==> src/rtl/gpw_pkg.sv <==
package gpw_pkg;

    localparam int NPORT = 7;
    localparam int PW    = 8;
    localparam int AW    = 8;

    typedef logic [PW-1:0]            gpw_byte_t;
    typedef logic [NPORT-1:0][PW-1:0] gpw_bank_t;

    // ports in order g f e d c b a
    localparam gpw_bank_t IMPL_MASK = {8'h03, 8'hff, 8'hff, 8'hff,
                                       8'hff, 8'hff, 8'hff};
    localparam gpw_bank_t PU_MASK   = {8'h03, 8'hff, 8'hff, 8'hff,
                                       8'h7f, 8'hff, 8'hff};
    localparam gpw_bank_t DIR_RST   = IMPL_MASK;
    localparam gpw_bank_t DATA_RST  = IMPL_MASK;
    localparam gpw_bank_t PU_RST    = '0;
    localparam gpw_byte_t WAKE_RST  = 8'h00;
    localparam gpw_byte_t BYTE_ZERO = 8'h00;

    // address group codes (bits 7:5) and byte addresses
    localparam logic [2:0] GRP_DATA  = 3'h0;
    localparam logic [2:0] GRP_DIR   = 3'h1;
    localparam logic [2:0] GRP_PU    = 3'h2;
    localparam logic [AW-1:0] OFS_WAKE  = 8'h60;
    localparam logic [AW-1:0] OFS_FN    = 8'h64;
    localparam logic [AW-1:0] OFS_ADC   = 8'h68;
    localparam logic [AW-1:0] OFS_LCD   = 8'h6c;
    localparam logic [AW-1:0] OFS_ISTAT = 8'h70;
    localparam logic [AW-1:0] OFS_IMASK = 8'h74;

    // function control fields
    localparam int FN_PFD  = 0;
    localparam int FN_IRQ  = 1;
    localparam int FN_TMR  = 3;
    localparam int FN_PWM  = 8;
    localparam logic [15:0] FN_RST = 16'h0000;

    // pin placement of shared functions
    localparam int PORT_A   = 0;
    localparam int PORT_B   = 1;
    localparam int PORT_D   = 3;
    localparam int PFD_BIT  = 3;
    localparam int IRQ0_BIT = 4;
    localparam int IRQ1_BIT = 6;
    localparam int TMR0_BIT = 5;
    localparam int TMR1_BIT = 7;
    localparam int ADC_PORT = PORT_B;
    localparam int NPWM     = 4;
    localparam int NCOM     = 4;

    localparam logic [1:0]  RESP_OKAY   = 2'h0;
    localparam logic [1:0]  RESP_SLVERR = 2'h2;
    localparam logic [31:0] WORD_ZERO   = 32'h0000_0000;

endpackage

==> src/rtl/gpw_top.sv <==
module gpw_top (
    input  wire logic                 aclk,
    input  wire logic                 aresetn,
    input  wire logic [gpw_pkg::AW-1:0] awaddr,
    input  wire logic                 awvalid,
    output logic                      awready,
    input  wire logic [31:0]          wdata,
    input  wire logic [3:0]           wstrb,
    input  wire logic                 wvalid,
    output logic                      wready,
    output logic [1:0]                bresp,
    output logic                      bvalid,
    input  wire logic                 bready,
    input  wire logic [gpw_pkg::AW-1:0] araddr,
    input  wire logic                 arvalid,
    output logic                      arready,
    output logic [31:0]               rdata,
    output logic [1:0]                rresp,
    output logic                      rvalid,
    input  wire logic                 rready,
    input  wire gpw_pkg::gpw_bank_t   pin_i,
    output gpw_pkg::gpw_bank_t        pin_o,
    output gpw_pkg::gpw_bank_t        pin_oe,
    output gpw_pkg::gpw_bank_t        pin_pullup,
    input  wire logic                 freq_divider_in,
    input  wire logic [3:0]           pwm_in,
    output logic [1:0]                ext_irq_pins,
    output logic [1:0]                timer_input_pin,
    output logic [3:0]                lcd_common_pins,
    input  wire logic                 sleep_i,
    output logic                      wake_o,
    output logic                      irq_o
);
    import gpw_pkg::*;

    typedef struct packed {
        gpw_bank_t   sync1;
        gpw_bank_t   sync2;
        gpw_byte_t   prev_a;
        gpw_bank_t   data;
        gpw_bank_t   dir;
        gpw_bank_t   pu;
        gpw_byte_t   wake_en;
        logic [15:0] fn;
        gpw_byte_t   adc_sel;
        gpw_byte_t   lcd;
        gpw_byte_t   istat;
        gpw_byte_t   imask;
        logic        wake;
        logic        aw_got;
        logic [AW-1:0] aw_addr;
        logic        w_got;
        logic [31:0] w_data;
        logic [3:0]  w_strb;
        logic        bvalid;
        logic [1:0]  bresp;
        logic        rvalid;
        logic [1:0]  rresp;
        logic [31:0] rdata;
    } gpw_state_t;

    gpw_state_t st_q;
    gpw_state_t st_d;

    // ******************************************************
    // helpers
    // ******************************************************
    function automatic gpw_byte_t lane_wr(
        input gpw_byte_t   old,
        input logic [31:0] data,
        input logic [3:0]  strb,
        input int          lane
    );
        gpw_byte_t res;
        res = old;
        if (strb[lane]) begin
            res = data[lane*8 +: 8];
        end
        return res;
    endfunction

    function automatic gpw_byte_t port_view(
        input gpw_byte_t dir,
        input gpw_byte_t pin,
        input gpw_byte_t latch
    );
        return (dir & pin) | (~dir & latch);
    endfunction

    // ******************************************************
    // pin side
    // ******************************************************
    gpw_byte_t fall_a;
    gpw_bank_t pin_rd;
    logic      adc_off;

    assign fall_a = st_q.prev_a & ~st_q.sync2[PORT_A]
                    & st_q.wake_en;

    always_comb begin
        pin_o      = '0;
        pin_oe     = '0;
        pin_pullup = '0;
        pin_rd     = '0;
        adc_off    = 1'b0;
        for (int p = 0; p < NPORT; p++) begin
            pin_rd[p] = port_view(st_q.dir[p], st_q.sync2[p],
                                  st_q.data[p]) & IMPL_MASK[p];
            for (int b = 0; b < PW; b++) begin
                adc_off = (p == ADC_PORT) && st_q.adc_sel[b];
                pin_o[p][b]  = st_q.data[p][b];
                pin_oe[p][b] = ~st_q.dir[p][b]
                               & IMPL_MASK[p][b];
                pin_pullup[p][b] = st_q.pu[p][b] & st_q.dir[p][b]
                                   & PU_MASK[p][b]
                                   & ~adc_off;
            end
        end
        if (st_q.fn[FN_PFD]) begin
            pin_o[PORT_A][PFD_BIT] = freq_divider_in;
        end
        for (int n = 0; n < NPWM; n++) begin
            if (st_q.fn[FN_PWM+n]) begin
                pin_o[PORT_D][n] = pwm_in[n];
            end
        end
        for (int c = 0; c < NCOM; c++) begin
            if (st_q.lcd[c]) begin
                pin_oe[PORT_B][c]     = 1'b0;
                pin_pullup[PORT_B][c] = 1'b0;
            end
        end
    end

    // commons idle low unless enable bit c is set and bit c+NCOM is clear
    always_comb begin
        for (int c = 0; c < NCOM; c++) begin
            lcd_common_pins[c] = st_q.lcd[c] & ~st_q.lcd[c+NCOM];
        end
    end

    assign ext_irq_pins[0] = st_q.fn[FN_IRQ]
                           & st_q.dir[PORT_A][IRQ0_BIT]
                           & st_q.sync2[PORT_A][IRQ0_BIT];
    assign ext_irq_pins[1] = st_q.fn[FN_IRQ+1]
                           & st_q.dir[PORT_A][IRQ1_BIT]
                           & st_q.sync2[PORT_A][IRQ1_BIT];
    assign timer_input_pin[0] = st_q.fn[FN_TMR]
                              & st_q.dir[PORT_A][TMR0_BIT]
                              & st_q.sync2[PORT_A][TMR0_BIT];
    assign timer_input_pin[1] = st_q.fn[FN_TMR+1]
                              & st_q.dir[PORT_A][TMR1_BIT]
                              & st_q.sync2[PORT_A][TMR1_BIT];

    assign wake_o = st_q.wake;
    assign irq_o  = |(st_q.istat & st_q.imask);

    // ******************************************************
    // bus handshake outputs
    // ******************************************************
    assign awready = ~st_q.aw_got & ~st_q.bvalid;
    assign wready  = ~st_q.w_got & ~st_q.bvalid;
    assign bvalid  = st_q.bvalid;
    assign bresp   = st_q.bresp;
    assign arready = ~st_q.rvalid;
    assign rvalid  = st_q.rvalid;
    assign rresp   = st_q.rresp;
    assign rdata   = st_q.rdata;

    // ******************************************************
    // next state
    // ******************************************************
    always_comb begin
        logic [AW-1:0] wa;
        logic [AW-1:0] ra;
        logic [2:0]    wp;
        logic [2:0]    rp;
        logic          hit;
        gpw_byte_t     clr;
        wa  = st_q.aw_addr;
        ra  = araddr;
        wp  = wa[4:2];
        rp  = ra[4:2];
        hit = 1'b0;
        clr = BYTE_ZERO;
        st_d = st_q;

        st_d.sync1  = pin_i;
        st_d.sync2  = st_q.sync1;
        st_d.prev_a = st_q.sync2[PORT_A];
        st_d.wake   = sleep_i & (|fall_a);

        if (awvalid && awready) begin
            st_d.aw_got  = 1'b1;
            st_d.aw_addr = awaddr;
        end
        if (wvalid && wready) begin
            st_d.w_got  = 1'b1;
            st_d.w_data = wdata;
            st_d.w_strb = wstrb;
        end
        if (st_q.bvalid && bready) begin
            st_d.bvalid = 1'b0;
        end

        // register write once address and data are both held
        if (st_q.aw_got && st_q.w_got) begin
            st_d.aw_got = 1'b0;
            st_d.w_got  = 1'b0;
            st_d.bvalid = 1'b1;
            if (wp < 3'(NPORT) && wa[7:5] == GRP_DATA
                && wa[1:0] == 2'h0) begin
                hit = 1'b1;
                st_d.data[wp] = lane_wr(st_q.data[wp], st_q.w_data,
                                        st_q.w_strb, 0)
                                & IMPL_MASK[wp];
            end else if (wp < 3'(NPORT) && wa[7:5] == GRP_DIR
                         && wa[1:0] == 2'h0) begin
                hit = 1'b1;
                st_d.dir[wp] = lane_wr(st_q.dir[wp], st_q.w_data,
                                       st_q.w_strb, 0)
                               & IMPL_MASK[wp];
            end else if (wp < 3'(NPORT) && wa[7:5] == GRP_PU
                         && wa[1:0] == 2'h0) begin
                hit = 1'b1;
                st_d.pu[wp] = lane_wr(st_q.pu[wp], st_q.w_data,
                                      st_q.w_strb, 0)
                              & PU_MASK[wp];
            end else begin
                unique case (wa)
                    OFS_WAKE: begin
                        hit = 1'b1;
                        st_d.wake_en = lane_wr(st_q.wake_en, st_q.w_data,
                                               st_q.w_strb, 0);
                    end
                    OFS_FN: begin
                        hit = 1'b1;
                        st_d.fn[7:0]  = lane_wr(st_q.fn[7:0], st_q.w_data,
                                                st_q.w_strb, 0);
                        st_d.fn[15:8] = lane_wr(st_q.fn[15:8],
                                                st_q.w_data,
                                                st_q.w_strb, 1);
                    end
                    OFS_ADC: begin
                        hit = 1'b1;
                        st_d.adc_sel = lane_wr(st_q.adc_sel, st_q.w_data,
                                               st_q.w_strb, 0);
                    end
                    OFS_LCD: begin
                        hit = 1'b1;
                        st_d.lcd = lane_wr(st_q.lcd, st_q.w_data,
                                           st_q.w_strb, 0);
                    end
                    OFS_ISTAT: begin
                        hit = 1'b1;
                        clr = lane_wr(BYTE_ZERO, st_q.w_data,
                                      st_q.w_strb, 0);
                    end
                    OFS_IMASK: begin
                        hit = 1'b1;
                        st_d.imask = lane_wr(st_q.imask, st_q.w_data,
                                             st_q.w_strb, 0);
                    end
                    default: hit = 1'b0;
                endcase
            end
            st_d.bresp = hit ? RESP_OKAY : RESP_SLVERR;
        end

        // sticky wake events, a new edge beats the clear
        st_d.istat = (st_q.istat & ~clr) | fall_a;

        if (st_q.rvalid && rready) begin
            st_d.rvalid = 1'b0;
        end
        if (arvalid && arready) begin
            st_d.rvalid = 1'b1;
            st_d.rresp  = RESP_OKAY;
            st_d.rdata  = WORD_ZERO;
            if (rp < 3'(NPORT) && ra[7:5] == GRP_DATA
                && ra[1:0] == 2'h0) begin
                st_d.rdata[7:0] = pin_rd[rp];
            end else if (rp < 3'(NPORT) && ra[7:5] == GRP_DIR
                         && ra[1:0] == 2'h0) begin
                st_d.rdata[7:0] = st_q.dir[rp];
            end else if (rp < 3'(NPORT) && ra[7:5] == GRP_PU
                         && ra[1:0] == 2'h0) begin
                st_d.rdata[7:0] = st_q.pu[rp];
            end else begin
                unique case (ra)
                    OFS_WAKE:  st_d.rdata[7:0]  = st_q.wake_en;
                    OFS_FN:    st_d.rdata[15:0] = st_q.fn;
                    OFS_ADC:   st_d.rdata[7:0]  = st_q.adc_sel;
                    OFS_LCD:   st_d.rdata[7:0]  = st_q.lcd;
                    OFS_ISTAT: st_d.rdata[7:0]  = st_q.istat;
                    OFS_IMASK: st_d.rdata[7:0]  = st_q.imask;
                    default:   st_d.rresp       = RESP_SLVERR;
                endcase
            end
        end
    end

    // ******************************************************
    // state register
    // ******************************************************
    always_ff @(posedge aclk) begin
        if (!aresetn) begin
            st_q         <= '0;
            st_q.data    <= DATA_RST;
            st_q.dir     <= DIR_RST;
            st_q.pu      <= PU_RST;
            st_q.wake_en <= WAKE_RST;
            st_q.fn      <= FN_RST;
        end else begin
            st_q <= st_d;
        end
    end

endmodule

==> config.mk <==
export PLATFORM = sky130hd
export DESIGN_NAME = gpw_top
export DESIGN_NICKNAME = d
export VERILOG_FILES = /design/src/rtl/gpw_pkg.sv /design/src/rtl/gpw_top.sv
export SDC_FILE = /design/constraint.sdc
export NUM_CORES = 1
export LEC_CHECK = 0
export ABC_CLOCK_PERIOD_IN_PS = 2900
export BUFFER_PORTS_ARGS = -buffer_cell sky130_fd_sc_hd__buf_2
export CAP_MARGIN = 20
export CORE_MARGIN = 1.5
export CORE_UTILIZATION = 50
export CTS_CLUSTER_SIZE = 12
export DETAILED_ROUTE_END_ITERATION = 12
export GPL_TIMING_DRIVEN = 1
export MAX_ROUTING_LAYER = met4
export PLACE_DENSITY = 0.77
export SETUP_SLACK_MARGIN = 0.5
export SYNTH_ARGS = -nofsm -noshare
export SYNTH_HDL_FRONTEND = slang
export SYNTH_SLANG_ARGS = --single-unit
==> constraint.sdc <==
create_clock -name aclk -period 2.9 [get_ports aclk]
set_input_delay 0.435 -clock aclk [delete_from_list [all_inputs] [get_ports aclk]]
set_output_delay 0.435 -clock aclk [all_outputs]
set_load 0.02 [all_outputs]
After elaboration in Yosys (flattened, before gate mapping)
Memory sizes are Yosys's and may differ from the RTL's. A register that Yosys moved wholly into a read port is not among the register bits.
Index checks and enable logic that the tools add are counted.
Widths: inputs -> output; s select.
{"block": "classes", "addsub": 0, "n_mul": 0, "div_mod_pow": 0, "n_lt_le_gt_ge": 5, "eq_ne": 16, "shifts": 0, "muxes": 76, "n_bitwise": 180, "reduce_logical": 39}
{"operator": "$mux 8", "count": 34}
{"operator": "$bwmux 56", "count": 3}
{"operator": "$and 8x8->8", "count": 19}
{"operator": "$bmux 8 s3", "count": 6}
{"operator": "$eq 8x7->1 const B", "count": 12}
{"operator": "$and 1x1->1", "count": 72}
{"operator": "$not 1->1", "count": 70}
{"operator": "$not 8->8", "count": 8}
{"operator": "$or 8x8->8", "count": 7}
{"operator": "$pmux 8 s6", "count": 1}
{"operator": "$reduce_and 6->1", "count": 6}
{"operator": "$mux 35", "count": 1}
{"operator": "$demux 8 s3", "count": 1}
{"operator": "$mux 1", "count": 20}
{"operator": "$logic_and 1x1->1", "count": 19}
{"operator": "$reduce_or 8->1", "count": 2}
{"operator": "$mux 3", "count": 5}
{"operator": "$reduce_or 6->1", "count": 2}
{"operator": "$mux 2", "count": 5}
{"operator": "$lt 3x4->1 const B", "count": 2}
{"operator": "$eq 3x1->1 const B", "count": 2}
{"operator": "$eq 3x2->1 const B", "count": 2}
{"operator": "$logic_not 3->1", "count": 2}
{"operator": "$lt 3x3->1 const B", "count": 2}
{"operator": "other kinds (10)", "count": 13}
{"block": "word_totals", "register_bits": 383, "latchBits": 0, "mem_bits_rw": 0, "rom_bits": 128, "in_bits": 121, "out_inout_bits": 219, "wordCells": 372, "mem_count": 2}
{"memory": "(no name shown)", "words": 8, "width": 8, "rd": 1, "rd_clocked_by_memory_dff": 1, "write_ports": 0, "line_no": "gpw_top.sv:222", "rtl": "& IMPL_MASK[wp];"}
{"memory": "(no name shown)", "words": 8, "width": 8, "rd": 1, "rd_clocked_by_memory_dff": 1, "write_ports": 0, "line_no": "gpw_top.sv:228", "rtl": "& PU_MASK[wp];"}

Depth between registers and ports, before layout
Gate-level depths: netlist (run 1).
{"block": "depth", "word_depth": 10, "mapped_depth": 9}

Least setup slack after synthesis (run 1)
No wires, ideal clock.
{"block": "synth_timing", "kind": "input-to-reg", "start": "in araddr[2] in the netlist's numbering", "end": "reg st_q, in the netlist rdata[7]", "setup_ns": 0.129, "arrival_ns": 1.865, "required_ns": 2.771, "setup_slack_ns": 0.906, "path_stages": 8, "path_buffers": 3, "cell_sequence": "buf_2 -> buf_2 -> buf_4 -> mux2_2 -> a22oi_1 -> nor2_1 -> o31ai_1 -> nand3_1"}
{"block": "synth_via", "elab_chain_len": 6}
{"item": "start: declaration", "line_no": "gpw_top.sv:14", "rtl": "input wire logic [gpw_pkg::AW-1:0] araddr,"}
{"item": "parallel branches: the longest is 5 deep, another holds $eq 8x7->1"}
{"item": "$mux 8 (*)", "line_no": "gpw_top.sv:280", "rtl": "if (rp < 3'(NPORT) && ra[7:5] == GRP_DATA"}
{"item": "end signal: assignment", "line_no": "gpw_top.sv:315", "rtl": "st_q <= st_d;"}
{"item": "end: declaration", "line_no": "gpw_top.sv:62", "rtl": "gpw_state_t st_q;"}
Mark *: on every way between the ends. The select of a mux whose other input is x is not followed.
A chain may end at the register's enable or synchronous reset.

Worst setup path after layout (run 1)
{"block": "layout_timing", "start": "reg st_q[79] in the netlist's numbering", "end": "reg st_q[156] in the netlist's numbering"}
{"block": "layout_via", "elab_chain_len": 9}
{"item": "$bmux 8 s3", "line_no": "gpw_top.sv:226", "rtl": "st_d.pu[wp] = lane_wr(st_q.pu[wp], st_q.w_data,"}
{"item": "$mux 8 (implied by the code)", "line_no": "gpw_top.sv:226"}
{"item": "$mux 8", "line_no": "gpw_top.sv:76", "rtl": "if (strb[lane]) begin"}
{"item": "$mux 8", "line_no": "gpw_top.sv:223", "rtl": "end else if (wp < 3'(NPORT) && wa[7:5] == GRP_PU"}
{"item": "$mux 8", "line_no": "gpw_top.sv:217", "rtl": "end else if (wp < 3'(NPORT) && wa[7:5] == GRP_DIR"}
{"item": "$mux 8", "line_no": "gpw_top.sv:211", "rtl": "if (wp < 3'(NPORT) && wa[7:5] == GRP_DATA"}
{"item": "$mux 8", "line_no": "gpw_top.sv:207", "rtl": "if (st_q.aw_got && st_q.w_got) begin"}
{"item": "$and 8x8->8", "line_no": "gpw_top.sv:228"}
{"item": "$bwmux 56", "line_no": "gpw_top.sv:226"}
Several ways; a longest one is shown, not always the timed one. The select of a mux whose other input is x is not followed.

==> results of run 1 <==
[cells by family (layout without fill, tap and decap cells)]
group           Yosys count  after routing  share of synthesized area
buf+inv                 288            490                     0.0858
compound gates          349            349                      0.135
other cells               1             34                   0.000203
mux                     279            279                      0.171
simple gates            652            652                      0.193
flops                   383            383                      0.416
[stage by stage]
stage                     hold WS [ns]  power, uW  worst slack, ns  utilization  instances
after floorplan                  0.412       6240            0.906            -       1982
after global routing            0.0744      11800            0.503        0.582       2654
after global placement           0.414       6570            0.496        0.547       2587
after detailed placement         0.417       6590            0.472        0.547       2587
final                           0.0790      11500            0.536        0.582       2655
after CTS                       0.0624      11500            0.523        0.581       2650
[synthesized netlist by cell type, types with 25 or more instances]
master | n | area, sq um
nand2_1 | 222 | 833
o21ai_0 | 41 | 205
a21boi_0 | 59 | 443
a21oi_1 | 25 | 125
and2_1 | 156 | 976
dfxtp_1 | 383 | 7670
buf_2 | 32 | 160
mux2_2 | 36 | 405
mux4_2 | 25 | 563
mux2i_1 | 218 | 2180
nor2_1 | 40 | 150
clkbuf_1 | 83 | 312
a22oi_1 | 30 | 225
o211ai_1 | 57 | 428
nand3_1 | 55 | 275
nor2b_1 | 100 | 626
inv_1 | 54 | 203
buf_4 | 105 | 788
[flip-flops by register name, indices dropped and copies added, names as in the netlist, named ones only]
name / count
bresp: 1
rdata: 16
rresp: 1
bvalid: 1
st_d: 58
st_q: 251
wake_o: 1
rvalid: 1
pin_o: 51
[report_power, final]
group | leakage (uW) | internal, uW | switching [uW]
logic | 0.00625 | 390 | 649
registers | 0.00312 | 5370 | 91.1
clock network | 0.000603 | 2900 | 2100
total | 0.00997 | 8670 | 2840
[final timing paths]
check / from / end / slack [ns] / cells past startpoint
worst max-delay path: st_q[79] / st_q[156] / 0.54 / 6
worst min-delay path: pin_i[23] / st_d[340] / 0.08 / 2
worst min register to register: st_d[365] / st_q[365] / 0.43 / 1
worst max register to register: st_q[79] / st_q[156] / 0.54 / 6
[timing repair]
action	4_1_cts	5_1_grt
setup endpoints to repair	1	47
hold endpoints to repair	0	0
resized for setup	1	3
setup buffers	0	2
pin swaps	0	1
[layer usage]
layer	track usage	up-vias
met5	-	-
met1	0.434	7493
met2	0.479	895
met4	0.179	0
met3	0.0642	192
li1	-	7107
[area by class of cell]
class / instances / share of cell area
antenna: 3 / 0.000354
clock buffer: 56 / 0.0538
clock inverter: 7 / 0.00430
inverter: 55 / 0.00973
multi-input combinational: 1311 / 0.439
sequential: 383 / 0.362
tap: 468 / 0.0276
timing repair buffer: 372 / 0.103
==> flow_metrics.env, run 1 <==
export IMPL_status="complete, no violations"
export IMPL_drt_total_wl_um=62900
export IMPL_synth_cell_types=70
export IMPL_path_buf_inv=1
export IMPL_cp_max_fo=14
export IMPL_die_area_sq_mm=0.0380
export IMPL_antenna_found_initial=2
export IMPL_cts_sinks=383
export IMPL_fin_area_sq_mm=0.0212
export IMPL_h_tree_depth=2
export IMPL_p_leak_uw=0.00997
export IMPL_viasPerCell=5.91
export IMPL_drv_cap=0
export IMPL_setup_worst_path_end_class="flip-flop"
export IMPL_grt_pass1_vias=14677
export IMPL_yosys_register_bits=383
export IMPL_cpLargestDelayFamily="flip-flops"
export IMPL_netlist_instances=1952
export IMPL_clock_tree_root_cell="clkbuf_16"
export IMPL_final_cell_mix="dfxtp_1, buf_2, nand2_1"
export IMPL_multi_input_area_sq_mm=0.00932
export IMPL_final_nets=2285
export IMPL_drc_errors=0
export IMPL_cts_buffer_depth=3
export IMPL_start_util=0.506
export IMPL_syn_to_final_growth_pct=15.0
export IMPL_final_hold_viol_count=0
export IMPL_placed_cell_area_sq_mm=0.0199
export IMPL_peakVddDrop_mv=0.353
export IMPL_hold_class="input pin to flip-flop"
export IMPL_worst_setup_path_type="flip-flop to flip-flop"
export IMPL_drv_slew=0
export IMPL_grt_setup_unrepaired="false"
export IMPL_cp_slowest_cell="dfxtp_1"
export IMPL_io_pin_count=340
export IMPL_fin_worst_skew_ns=0.0246
export IMPL_synthArstFlopShare=0
export IMPL_grt_ovfl_total=0
export IMPL_clk_pin_slew_ns=0.06
export IMPL_path_cells="nand2b_1 > buf_4 > o2bb2ai_1 > o311a_1 > mux2i_1 > nor2b_1"
export IMPL_hpwl_um=45800
export IMPL_yosysSeqAreaShare=0.416
export IMPL_clock_latency_ns=0.57
export IMPL_die_h_um=195
export IMPL_fin_crit_sh=0.815
export IMPL_route_layer_met1_wl_um=26000
export IMPL_fmax_mhz=423
export IMPL_synth_edff_count=0
export IMPL_port_buffers=284
export IMPL_track_usage=0.330
export IMPL_synth_ff_type="dfxtp_1"
export IMPL_ff_latch_area_sq_mm=0.00767
export IMPL_vias=15687
export IMPL_ctsHoldBuffers=0
export IMPL_cts_buffers=41
export IMPL_fin_setup_tns_ns=0
export IMPL_slowest_delay_ns=0.70
export IMPL_cts_tree="yes"
export IMPL_met2_length_um=27100
export IMPL_highest_layer="met4"
export IMPL_worstPathArrival_ns=2.82
export IMPL_final_common_cell="dfxtp_1"
export IMPL_finalSetupViolations=0
export IMPL_antenna_left=0
export IMPL_grt_max_degree=113
export IMPL_syn_area_sq_mm=0.0184
export IMPL_die_w_um=195
export IMPL_drt_iter0_markers=1497
export IMPL_powerDensity_mw_per_mm2=542
export IMPL_wire_per_inst_um=23.7
export IMPL_place_congestion=0.984
export IMPL_start_kind="flip-flop"
export IMPL_grt_pass1_wl_um=92100
export IMPL_fin_crit_ns=2.36
export IMPL_row_count=70
export IMPL_core_sq_mm=0.0364
export IMPL_syn_area_per_cell_sq_um=9.45
export IMPL_required_ns=3.36
export IMPL_worstMarginPinSlew_ns=0.976
export IMPL_num_fill_cells=3216
export IMPL_ys_warnings_count=0
export IMPL_drtPass1Iterations=5
export IMPL_dr_wl_met3_um=6170
export IMPL_drive_above_1_share=0.238
export IMPL_slew_headroom=0.344
No activity file was read; power rests on OpenSTA's default activity.
==> run 2: changes to the inputs <==
--- a/config.mk
+++ b/config.mk
@@ -5,7 +5,8 @@
 export SDC_FILE = /design/constraint.sdc
 export NUM_CORES = 1
 export LEC_CHECK = 0
-export ABC_CLOCK_PERIOD_IN_PS = 2900
+export ABC_AREA = 1
+export ABC_CLOCK_PERIOD_IN_PS = 1920
 export BUFFER_PORTS_ARGS = -buffer_cell sky130_fd_sc_hd__buf_2
 export CAP_MARGIN = 20
 export CORE_MARGIN = 1.5
@@ -14,7 +15,7 @@
 export DETAILED_ROUTE_END_ITERATION = 12
 export GPL_TIMING_DRIVEN = 1
 export MAX_ROUTING_LAYER = met4
-export PLACE_DENSITY = 0.77
+export PLACE_DENSITY = 0.8
 export SETUP_SLACK_MARGIN = 0.5
 export SYNTH_ARGS = -nofsm -noshare
 export SYNTH_HDL_FRONTEND = slang
==> constraint.sdc (replaced) <==
create_clock -name aclk -period 1.92 [get_ports aclk]
set_input_delay 0.288 -clock aclk [delete_from_list [all_inputs] [get_ports aclk]]
set_output_delay 0.288 -clock aclk [all_outputs]
set_load 0.02 [all_outputs]
==> run 2 against run 1 <==
Compared with the run above:
- the run now ends with negative setup slack left
- first-iteration DRC count rose by 86%
- design area rose by 23%
- synthesized cell count up 32%
- count of clock-buffer cells in the layout shrank 2
- critical endpoint is now pin_o[50]
- combinational power grew to 3.6 times the previous value
- highest routed layer unchanged
- via count rose by 34%
==> flow_metrics.env, run 2 <==
export IMPL_status="finished with violations"
export IMPL_violations="negative setup slack"
export IMPL_final_cell_mix="nand2_1, dfxtp_1, inv_1"
export IMPL_placed_cell_area_sq_mm=0.0210
export IMPL_viasPerCell=5.87
export IMPL_finalSetupViolations=9
export IMPL_met1_usage=0.574
export IMPL_post_route_util=0.733
export IMPL_h_tree_depth=2
export IMPL_antenna_left=0
export IMPL_final_hold_viol_count=0
export IMPL_drv_slew=0
export IMPL_drc_errors=0
export IMPL_hpwl_um=59500
export IMPL_fin_area_sq_mm=0.0261
export IMPL_ys_warnings_count=0
export IMPL_synth_ff_type="dfxtp_1"
export IMPL_io_pin_count=340
export IMPL_synth_top_area_share=0.425
export IMPL_powerDensity_mw_per_mm2=761
export IMPL_start_util=0.507
export IMPL_required_ns=2.42
export IMPL_synthArstFlopShare=0
export IMPL_wire_per_inst_um=23.9
export IMPL_peakVddDrop_mv=0.780
export IMPL_place_congestion=1.01
export IMPL_synth_most_common_cell="nand2_1"
export IMPL_drt_iter0_markers=2782
export IMPL_hold_class="input pin to flip-flop"
export IMPL_slew_headroom=0.591
export IMPL_worst_setup_path_type="flip-flop to flip-flop"
export IMPL_cts_sinks=383
export IMPL_synth_cell_types=45
export IMPL_worstMarginPinSlew_ns=0.612
export IMPL_fin_worst_skew_ns=0.0186
export IMPL_cts_buffers=41
export IMPL_drv_cap=0
export IMPL_fin_crit_ns=1.94
export IMPL_syn_to_final_growth_pct=44.6
export IMPL_holdWs_ns=0.0140
export IMPL_r2r_slack_ns=-0.02
export IMPL_final_common_cell="nand2_1"
export IMPL_syn_area_sq_mm=0.0180
export IMPL_p_leak_uw=0.0124
export IMPL_synth_top_area_cell="dfxtp_1"
export IMPL_drt_total_wl_um=85600
export IMPL_clock_tree_root_cell="clkbuf_16"
export IMPL_cp_max_fo=7
export IMPL_grt_max_degree=95
export IMPL_fin_total_pwr_uw=19800
export IMPL_worstHoldPathCells=3
export IMPL_die_w_um=193
export IMPL_largest_reg_flops=251
export IMPL_port_buffers=284
export IMPL_grt_pass1_vias=18708
export IMPL_grtUsageMet2=0.628
export IMPL_grt_setup_unrepaired="true"
export IMPL_drtPass1Iterations=6
export IMPL_setup_worst_path_end_class="flip-flop"
export IMPL_yosysSeqAreaShare=0.425
export IMPL_start_kind="flip-flop"
export IMPL_worstPathArrival_ns=2.45
export IMPL_track_usage=0.444
export IMPL_r2r_cells=11
export IMPL_grtUsageMet3=0.114
export IMPL_drive_above_1_share=0.361
export IMPL_die_h_um=193
export IMPL_syn_area_per_cell_sq_um=6.98
export IMPL_cts_buffer_depth=3
export IMPL_cts_tree="yes"
export IMPL_busiest_layer="met2"
export IMPL_clk_pin_slew_ns=0.06
export IMPL_synth_edff_count=0
export IMPL_fin_crit_sh=1.01
export IMPL_synthTopCellsByCount="nand2_1, dfxtp_1, inv_1, a21oi_1, o21ai_0"
export IMPL_yosys_register_bits=383
export IMPL_antenna_found_initial=1
export IMPL_top_register="st_q"
export IMPL_final_nets=3220
export IMPL_synth_area_top_cells="dfxtp_1, nand2_1, a21oi_1"
export IMPL_grt_pass1_wl_um=117000
export IMPL_pre_cts_slack_ns=-0.106
export IMPL_netlist_instances=2583
export IMPL_die_area_sq_mm=0.0372
export IMPL_row_count=69
export IMPL_fmax_mhz=515
export IMPL_vias=21009
export IMPL_clock_latency_ns=0.58
export IMPL_core_sq_mm=0.0356
export IMPL_grt_ovfl_total=0
export IMPL_setup_slack_ns=-0.0234
## run 2: cell types whose count changed after synthesis, moves of 156 or more
cell	delta
nand2_1	+340
inv_1	+268
a21oi_1	+240
mux2i_1	-218
o21ai_0	+207
nor2_1	+164
and2_1	-156
## run 2: final timing paths
check,from,end
setup reg to reg,st_q[77],pin_o[50]
setup / recovery,st_q[77],pin_o[50]
hold / removal,awaddr[7],st_q[82]
hold reg to reg,st_d[366],st_q[366]
## run 2: where the power goes
part           leakage (uW)  internal [uW]  total, uW  switching (uW)
sequential          0.00312           8120       8260             143
combinational       0.00865           1390       3730            2340
clock              0.000624           4480       7840            3370
total                0.0124          14000      19800            5850
## run 2: per-layer routing
metal  vias up  part of all wire
met5         -                 0
met4         0             0.065
met3       341              0.13
met2      1573              0.42
met1      9804              0.39
li1       9291                 -
## run 2: critical path: stages, from the launching register on
cell,delay [ns]
dfxtp_2,0.33
buf_12,0.15
nor2_4,0.21
buf_6,0.14
buf_12,0.11
buf_12,0.13
a21oi_2,0.07
a31oi_2,0.22
o21ai_1,0.11
nand2_1,0.11
nand2_4,0.13
a21oi_2,0.17
## run 2: per-stage QoR
step	setup TNS, ns	instances
detailed placement	-0.507	3356
global placement	-0.119	3356
global route	-1.97	3582
finish	-0.0739	3582
floorplan	0	2613
CTS	0	3531
## run 2: area by class of cell
type                            instances  area, sq um
Antenna cell                            1         2.50
Clock buffer                           54         1160
Clock inverter                         10          110
Fill cell                            2717         9490
Inverter                              345         1410
Multi-Input combinational cell       1666         9700
Sequential cell                       383         7760
Tap cell                              461          577
Timing Repair Buffer                  662         5360
## run 2: cells by family (layout without fill, tap and decap cells)
kind of cell,count (synthesis),count (layout),share of synthesized area
compound gates,674,674,0.202
buf+inv,569,1071,0.147
flops,383,383,0.425
other cells,1,32,0.000208
simple gates,956,961,0.226
## run 2: what timing repair did
action | 4_1_cts | 5_1_grt
cloned | 8 | 4
endpoints found under the hold margin | 65 | 0
pin swaps | 49 | 111
hold buffers | 65 | 0
resized for setup | 233 | 457
setup endpoints to repair | 416 | 433
buffers inserted | 38 | 46
